`config.mk`:
```
export PLATFORM = sky130hd
export DESIGN_NAME = asbla_host
export DESIGN_NICKNAME = d
export VERILOG_FILES = /design/src/asbla_pkg.sv /design/src/asbla_sync.sv /design/src/asbla_host.sv
export SDC_FILE = /design/constraint.sdc
export NUM_CORES = 1
export LEC_CHECK = 0
export ABC_AREA = 1
export BUFFER_PORTS_ARGS = -buffer_cell sky130_fd_sc_hd__buf_4
export CELL_PAD_IN_SITES_DETAIL_PLACEMENT = 1
export CELL_PAD_IN_SITES_GLOBAL_PLACEMENT = 1
export CORE_ASPECT_RATIO = 1.5
export CORE_MARGIN = 2
export CORE_UTILIZATION = 25
export DETAILED_ROUTE_END_ITERATION = 10
export GPL_TIMING_DRIVEN = 0
export HOLD_SLACK_MARGIN = 0.02
export PLACE_DENSITY_LB_ADDON = 0.1
export SLEW_MARGIN = 40
export SYNTH_ARGS = -nofsm -noshare
export SYNTH_HDL_FRONTEND = slang
export SYNTH_SLANG_ARGS = --single-unit
```
`constraint.sdc`:
```
create_clock -name core_clk_in -period 1.85 [get_ports core_clk_in]
set_clock_uncertainty 0.05 [all_clocks]
set_input_delay 0.185 -clock core_clk_in [delete_from_list [all_inputs] [get_ports core_clk_in]]
set_output_delay 0.185 -clock core_clk_in [all_outputs]
set_load 0.01 [all_outputs]
```
`src/asbla_pkg.sv`:
```
// Constants, types and timing for the asynchronous SRAM host controller.
// Assumes one 10 MHz core clock and a memory wired straight to the pins.
//
// Summary of operation
// RULE1 - Word mode: 2M sixteen-bit words, 21-bit address
// RULE2 - Standby when deselected or both lanes off; in byte mode the model ignores the lanes, which the host holds off
// RULE3 - Memory data floats unless selected enabled read
// RULE4 - Write: select low, select high, strobe low
// RULE5 - Lower lane enable low stores data bits 0-7
// RULE6 - Upper lane enable low stores data bits 8-15
// RULE7 - Read: selects active, output enable low, strobe high
// RULE8 - Lower lane enable low drives bits 0-7
// RULE9 - Upper lane enable low drives bits 8-15
// RULE10 - Width strap high gives sixteen-bit word mode
// RULE11 - Strap low: byte mode, top pin is address
// RULE12 - Disabled lane keeps contents during word write
package asbla_pkg;

    // ************************************************************
    // Widths
    // ************************************************************
    localparam int DATA_W      = 16;
    localparam int WORD_ADDR_W = 21;
    localparam int ADDR_W      = 22;
    localparam int LANE_W      = 2;
    localparam int BYTE_W      = 8;
    localparam int TOP_BIT     = 15;
    localparam int SYNC_STAGES = 2;
    localparam int CNT_W       = 3;

    // ************************************************************
    // Timing
    // ************************************************************
    localparam int CLK_PERIOD_NS = 100;
    localparam int ACCESS_NS     = 55;
    localparam int WR_PULSE_NS   = 45;
    localparam int ACCESS_CYC    = (ACCESS_NS + CLK_PERIOD_NS - 1) / CLK_PERIOD_NS;
    localparam int WR_PULSE_CYC  = (WR_PULSE_NS + CLK_PERIOD_NS - 1) / CLK_PERIOD_NS;
    localparam logic [CNT_W-1:0] RD_LAST_CNT = CNT_W'(ACCESS_CYC + SYNC_STAGES - 1);
    localparam logic [CNT_W-1:0] WR_LAST_CNT = CNT_W'(WR_PULSE_CYC - 1);

    // ************************************************************
    // Reset values
    // ************************************************************
    localparam logic [DATA_W-1:0] DATA_ZERO = 16'h0000;
    localparam logic [DATA_W-1:0] OE_N_OFF  = 16'hffff;
    localparam logic [BYTE_W-1:0] BYTE_ZERO = 8'h00;

    typedef enum logic [2:0]
    {
        ST_IDLE,
        ST_RD_ACT,
        ST_WR_SETUP,
        ST_WR_PULSE,
        ST_WR_HOLD
    } asbla_state_e;

endpackage : asbla_pkg

```
`src/asbla_sync.sv`:
```
// Two-flop synchroniser for the memory data pins.
// Assumes the pins are stable for at least one clock around sampling.
`timescale 1ns/100ps
module asbla_sync
#(
    parameter int WIDTH = 16
)
(
    input  wire logic             core_clk_in,
    input  wire logic             reset_in,
    input  wire logic [WIDTH-1:0] async_in,
    output logic      [WIDTH-1:0] sync_out
);

    logic [WIDTH-1:0] meta_reg;

    // ************************************************************
    // Two stages
    // ************************************************************
    always_ff @(posedge core_clk_in)
    begin
        if (reset_in)
        begin
            meta_reg <= '0;
            sync_out <= '0;
        end
        else
        begin
            meta_reg <= async_in;
            sync_out <= meta_reg;
        end
    end

endmodule : asbla_sync

```
`src/asbla_host.sv`:
```
// Host controller driving an asynchronous SRAM through its pins.
// Assumes the memory pins connect directly; data pins resolved outside.
`timescale 1ns/100ps
module asbla_host
(
    input  wire logic                            core_clk_in,
    input  wire logic                            reset_in,
    input  wire logic                            width_word_in,
    input  wire logic                            cmd_valid_in,
    input  wire logic                            cmd_write_in,
    input  wire logic [asbla_pkg::ADDR_W-1:0]    cmd_addr_in,
    input  wire logic [asbla_pkg::DATA_W-1:0]    cmd_wdata_in,
    input  wire logic [asbla_pkg::LANE_W-1:0]    cmd_lane_in,
    output logic                                 cmd_ready_out,
    output logic                                 rsp_valid_out,
    output logic      [asbla_pkg::DATA_W-1:0]    rsp_rdata_out,
    output logic                                 width_select_out,
    output logic      [asbla_pkg::WORD_ADDR_W-1:0] sram_addr_out,
    output logic                                 select_low_active_n_out,
    output logic                                 select_high_active_out,
    output logic                                 write_strobe_n_out,
    output logic                                 out_enable_n_out,
    output logic                                 upper_lane_en_n_out,
    output logic                                 lower_lane_en_n_out,
    input  wire logic [asbla_pkg::DATA_W-1:0]    data_in,
    output logic      [asbla_pkg::DATA_W-1:0]    data_out,
    output logic      [asbla_pkg::DATA_W-1:0]    data_oe_n_out
);
    import asbla_pkg::*;

    asbla_state_e         state_reg;
    asbla_state_e         state_next;
    logic [CNT_W-1:0]     cnt_reg;
    logic                 word_mode_reg;
    logic [ADDR_W-1:0]    addr_reg;
    logic [DATA_W-1:0]    wdata_reg;
    logic [LANE_W-1:0]    lane_reg;
    logic                 write_reg;
    logic                 accept;
    logic [ADDR_W-1:0]    cur_addr;
    logic [DATA_W-1:0]    cur_wdata;
    logic [LANE_W-1:0]    cur_lane;
    logic                 cur_write;
    logic                 active_next;
    logic                 wr_next;
    logic [DATA_W-1:0]    data_sync;

    // ************************************************************
    // Data pin drive enables, active low
    // ************************************************************
    function automatic logic [DATA_W-1:0] drive_mask_n(input logic word_mode,
                                                       input logic wr,
                                                       input logic [LANE_W-1:0] lanes);
        logic [DATA_W-1:0] m;
        m = OE_N_OFF;
        if (word_mode)
        begin
            // RULE5 lower lane data
            m[BYTE_W-1:0] = {BYTE_W{!(wr && lanes[0])}};
            // RULE6 upper lane data
            m[DATA_W-1:BYTE_W] = {BYTE_W{!(wr && lanes[1])}};
        end
        else
        begin
            // RULE11 byte lane, address pin
            m[BYTE_W-1:0] = {BYTE_W{!wr}};
            m[TOP_BIT] = 1'b0;
        end
        return m;
    endfunction : drive_mask_n

    // ************************************************************
    // Data pin synchroniser
    // ************************************************************
    asbla_sync #(.WIDTH(DATA_W)) u_sync
    (
        .core_clk_in (core_clk_in),
        .reset_in    (reset_in),
        .async_in    (data_in),
        .sync_out    (data_sync)
    );

    // ************************************************************
    // Width strap
    // ************************************************************
    // RULE10 strap caught in reset
    always_ff @(posedge core_clk_in)
    begin
        if (reset_in)
            word_mode_reg <= width_word_in;
        width_select_out <= word_mode_reg;
    end

    // ************************************************************
    // Command capture
    // ************************************************************
    assign accept    = cmd_ready_out && cmd_valid_in;
    assign cur_addr  = accept ? cmd_addr_in : addr_reg;
    assign cur_wdata = accept ? cmd_wdata_in : wdata_reg;
    assign cur_lane  = accept ? cmd_lane_in : lane_reg;
    assign cur_write = accept ? cmd_write_in : write_reg;

    always_ff @(posedge core_clk_in)
    begin
        if (reset_in)
        begin
            addr_reg  <= '0;
            wdata_reg <= DATA_ZERO;
            lane_reg  <= '0;
            write_reg <= 1'b0;
        end
        else if (accept)
        begin
            addr_reg  <= cmd_addr_in;
            wdata_reg <= cmd_wdata_in;
            lane_reg  <= cmd_lane_in;
            write_reg <= cmd_write_in;
        end
    end

    // ************************************************************
    // Sequencer
    // ************************************************************
    always_comb
    begin
        state_next = state_reg;
        case (state_reg)
            ST_IDLE:
                if (accept)
                    state_next = cur_write ? ST_WR_SETUP : ST_RD_ACT;
            ST_RD_ACT:
                if (cnt_reg == RD_LAST_CNT)
                    state_next = ST_IDLE;
            ST_WR_SETUP:
                state_next = ST_WR_PULSE;
            ST_WR_PULSE:
                if (cnt_reg == WR_LAST_CNT)
                    state_next = ST_WR_HOLD;
            ST_WR_HOLD:
                state_next = ST_IDLE;
            default:
                state_next = ST_IDLE;
        endcase
    end

    always_ff @(posedge core_clk_in)
    begin
        if (reset_in)
        begin
            state_reg <= ST_IDLE;
            cnt_reg   <= '0;
        end
        else
        begin
            state_reg <= state_next;
            cnt_reg   <= (state_next != state_reg) ? '0 : cnt_reg + CNT_W'(1);
        end
    end

    assign active_next = (state_next != ST_IDLE);
    assign wr_next     = (state_next == ST_WR_SETUP) || (state_next == ST_WR_PULSE) ||
                         (state_next == ST_WR_HOLD);

    // ************************************************************
    // Memory control pins
    // ************************************************************
    always_ff @(posedge core_clk_in)
    begin
        if (reset_in)
        begin
            select_low_active_n_out <= 1'b1;
            select_high_active_out  <= 1'b0;
            write_strobe_n_out      <= 1'b1;
            out_enable_n_out        <= 1'b1;
            upper_lane_en_n_out     <= 1'b1;
            lower_lane_en_n_out     <= 1'b1;
            sram_addr_out           <= '0;
        end
        else
        begin
            // RULE2 deselect between accesses
            select_low_active_n_out <= !active_next;
            select_high_active_out  <= active_next;
            // RULE4 strobe inside selection
            write_strobe_n_out      <= !(state_next == ST_WR_PULSE);
            // RULE7 read enable, strobe high
            out_enable_n_out        <= !(state_next == ST_RD_ACT);
            // RULE12 lane mask per access
            upper_lane_en_n_out     <= !(word_mode_reg && active_next && cur_lane[1]);
            lower_lane_en_n_out     <= !(word_mode_reg && active_next && cur_lane[0]);
            sram_addr_out           <= cur_addr[WORD_ADDR_W-1:0];
        end
    end

    // ************************************************************
    // Data pins
    // ************************************************************
    always_ff @(posedge core_clk_in)
    begin
        if (reset_in)
        begin
            data_out      <= DATA_ZERO;
            data_oe_n_out <= OE_N_OFF;
        end
        else
        begin
            // RULE3 no drive while reading, except the top pin in byte mode
            data_oe_n_out <= drive_mask_n(word_mode_reg, wr_next, cur_lane);
            data_out[TOP_BIT-1:0] <= cur_wdata[TOP_BIT-1:0];
            // RULE11 top pin carries address
            data_out[TOP_BIT] <= word_mode_reg ? cur_wdata[TOP_BIT] : cur_addr[ADDR_W-1];
        end
    end

    // ************************************************************
    // Handshake and read data
    // ************************************************************
    always_ff @(posedge core_clk_in)
    begin
        if (reset_in)
        begin
            cmd_ready_out <= 1'b0;
            rsp_valid_out <= 1'b0;
            rsp_rdata_out <= DATA_ZERO;
        end
        else
        begin
            cmd_ready_out <= (state_next == ST_IDLE);
            rsp_valid_out <= (state_reg == ST_RD_ACT) && (cnt_reg == RD_LAST_CNT);
            if ((state_reg == ST_RD_ACT) && (cnt_reg == RD_LAST_CNT))
            begin
                if (word_mode_reg)
                begin
                    // RULE1 sixteen-bit word read
                    rsp_rdata_out <= {lane_reg[1] ? data_sync[DATA_W-1:BYTE_W] : BYTE_ZERO,
                                      lane_reg[0] ? data_sync[BYTE_W-1:0] : BYTE_ZERO};
                end
                else
                begin
                    rsp_rdata_out <= {BYTE_ZERO, data_sync[BYTE_W-1:0]};
                end
            end
        end
    end
endmodule : asbla_host

```
==> metrics.md <==
| Metric | Value |
|---|---|
| Outcome | `complete, no violations` |
| Hold WC Path Type | `in -> reg` |
| CTS Buffer Depth | `2` |
| Drt first pass iters | `4` |
| Mapped Avg Cell Area | `8.19 um^2` |
| VDD IR max | `0.000400 V` |
| Fin. Hold Viols | `0` |
| Worst R2R Setup Slack | `0.25 ns` |
| Clock power frac | `33.2%` |
| Top FF cell, synth | `dfxtp_1` |
| Placed Cells | `822` |
| Internal Dissipation | `3.96 mW` |
| Worst Tran Pin Value | `0.439 ns` |
| Vias in the first global route | `3442` |
| Logic pwr share | `18.8%` |
| CTS buffer count | `9` |
| TritonCTS clock tree | `done` |
| Design area | `5710 um^2` |
| Post-synth EDFFs | `1` |
| Finished Core Util | `36.7%` |
| Core Area | `15600 um^2` |
| Clk pin slew, worst setup/hold paths | `0.07 ns` |
| WP buf/inv | `6` |
| Final Non-Filler Cells | `859` |
| Initial antenna violation count | `0` |
| Grt ovf | `0` |
| Post_cts resized | `0` |
| CTS H-tree depth | `3` |
| Final setup TNS | `0 ns` |
| Synth top cells by count | `nor2_1, dfxtp_1, inv_1, o21ai_0, buf_4` |
| Pwr dens | `948 nW/um^2` |
| Tot Pwr | `5.41 mW` |
| Flops & latches, synth | `108` |
| Reg2reg start | `cnt_reg[0]$_SDFF_PP0_` |
| RSZ-0062 raised after global routing | `no` |
| Sw power | `1.46 mW` |
| Gpl congestion | `0.740` |
| IO Pins | `139` |
| Largest delay share family, worst path | `buffers and inverters` |
| GR Util All Layers | `12.7%` |
| Worst Hold Launch | `cmd_wdata_in[13]` |
| DR DRC count | `0` |
| Slew margin rel. | `70.7%` |
| Largest net degree at the start of global routing | `19` |
| Net count, final | `715` |
| Wire per inst | `12.5 um` |
| Sw frac | `26.9%` |
| Most numerous cell in the Yosys netlist | `nor2_1` |
| Mapped Cells | `481` |
| Max FFs per register | `22` |
| Inserted Diodes | `0` |
| Critical Path Fanout Max | `10` |
| Crit start category | `input port` |
| Setup violations, final | `0` |
| Slew Limit Fails | `0` |
| Hold endpoint | `wdata_reg[13]$_SDFFE_PP0N_` |
| Crit-path slowest cell | `dlygate4sd3_1` |
| Die ar. | `16800 um^2` |
| Seq pwr share | `48.0%` |
| Worst reg2reg endpoint | `rsp_rdata_out[7]$_SDFFE_PP0P_` |
| CP max stage delay | `0.55 ns` |
| Setup crit start | `reset_in` |
| Async SR Flop Fraction | `0%` |
| Vias | `3423` |
| Netlist cell types | `25` |
| Final cycle utilization of the critical path | `89.0%` |
| DRT antenna net count | `0` |
| Clock Sinks | `108` |
| P_leak | `2.69 nW` |
| Root buf cell | `clkbuf_16` |
| Area delta synth->final | `44.9%` |
| Port bufs | `138` |
| Initial core utilization | `25.3%` |
| First-pass GRT wire length | `16400 um` |
| DRT iter0 DRCs | `61` |
| Max-Cap Viols | `0` |
| Min-Delay Path Depth | `3` |
| CP Class | `in -> reg` |
| Row cnt | `56` |
| Fmax | `0.607 GHz` |
| Synth area leader | `dfxtp_1` |
| Fin crit period | `1.65 ns` |
| Chip height | `158 um` |
| Crit. End Element | `register` |
| Synth warn | `0` |
| Ranking of synthesized cells by area | `dfxtp_1, nor2_1, buf_4, o21ai_0, inv_1` |
| Post-DR vias/cell | `3.98` |
| Synth Cell Area | `3940 um^2` |
| Register area share after synthesis | `55.1%` |
| HPWL after detailed placement | `8360 um` |
| Proportion of layout cells with a drive suffix above 1 | `34.3%` |
| Clock Latency Late Sink | `0.34 ns` |
| WP data arrival | `1.87 ns` |
| Crit path top cell by count | `buf_2` |
| Share of the synthesized area in the top cell type | `54.4%` |
| Chip width | `107 um` |
| Crit path cell chain | `dlygate4sd3_1, buf_4, buf_2, inv_2, buf_2, buf_2, o21ai_0, nor2_1` |
| Placement Setup Slack | `0.166 ns` |
| Post-DP Area | `5230 um^2` |
| Final worst slack | `0.203 ns` |
| Worst r2r path cells | `8` |
| Net Count, Synth | `545` |
| Final WL | `10700 um` |
| Hold Worst Slack | `0.0463 ns` |
| Worst Path Required | `2.08 ns` |
## cell families (layout without fill, tap and decap cells)
logic type,after synthesis,count (layout),share of synthesized area [%]
and+or+nand+nor,186,186,18.9
adders and majority gates,3,3,0.953
xor gates and xnor gates,1,1,0.222
DFF,108,108,55.1
AOI/OAI and AO/OA,61,61,8.07
buffers and inverters,122,297,16.7
## how the worst max path moves through the flow
stage | endpoint | slack [ns] | cells past startpoint
after floorplan | rsp_rdata_out[5]$_SDFFE_PP0P_ | 0.55 | 8
after global placement | rsp_rdata_out[12]$_SDFFE_PP0P_ | 0.29 | 7
after detailed placement | rsp_rdata_out[12]$_SDFFE_PP0P_ | 0.17 | 7
after CTS | rsp_rdata_out[12]$_SDFFE_PP0P_ | 0.07 | 7
after global routing | rsp_rdata_out[7]$_SDFFE_PP0P_ | 0.05 | 8
final | addr_reg[3]$_SDFFE_PP0N_ | 0.20 | 8
## placed cells by master (no fill, tap or decap)
master,n
nor3_1,2
xnor2_1,1
clkbuf_1,8
or2_2,1
o21ai_1,2
clkbuf_2,1
nand4_1,1
nand3_1,20
a21oi_1,3
ha_1,3
o211ai_1,2
inv_1,51
inv_2,1
clkinv_2,2
clkinvlp_4,3
o21ai_2,1
dlygate4sd3_1,18
o21ai_0,51
nand2_1,36
buf_4,190
clkbuf_16,9
o21a_1,1
nand3_2,2
edfxtp_1,1
nor2_1,123
dfxtp_1,107
a31oi_1,1
nand2_2,1
inv_6,2
buf_2,12
## worst reg2reg max path: cells and delay by family (launching register included)
kind	cells	cell delay (ns)
buf+inv	3	0.42
fa+ha+maj	1	0.20
flops	1	0.36
simple gates	3	0.40
compound gates	1	0.09
## power by group through the flow
stage	Clock, mW	Combinational [mW]	Sequential (mW)
floorplan	0	0.565	2.64
global route	1.98	1.14	2.62
detailed placement	0	1.01	2.65
finish	1.80	1.02	2.60
CTS	1.89	1.05	2.60
global placement	0	0.987	2.64
## layer usage
metal  GRT usage, %  vias up  wire length (um)
met3           2.76        9               453
met5              0        -                 0
li1               -     1769                 -
met4           5.32        0               173
met2           24.5       86              5820
met1           13.1     1559              4260
## cell type report
class | count | area [um^2]
buffer | 70 | 463
clock buffer | 9 | 225
clock inverter | 7 | 50.0
fill | 1907 | 9850
inverter | 52 | 195
multi-input combinational | 251 | 1110
sequential | 108 | 2170
tap | 203 | 254
timing repair buffer | 159 | 1240
## what timing repair did
item,4_1_cts,5_1_grt
endpoints found under the hold margin,18,0
endpoints found under the setup margin,0,3
hold buffers,18,0
setup buffers,0,3
Power figures use the tool's default switching activity.
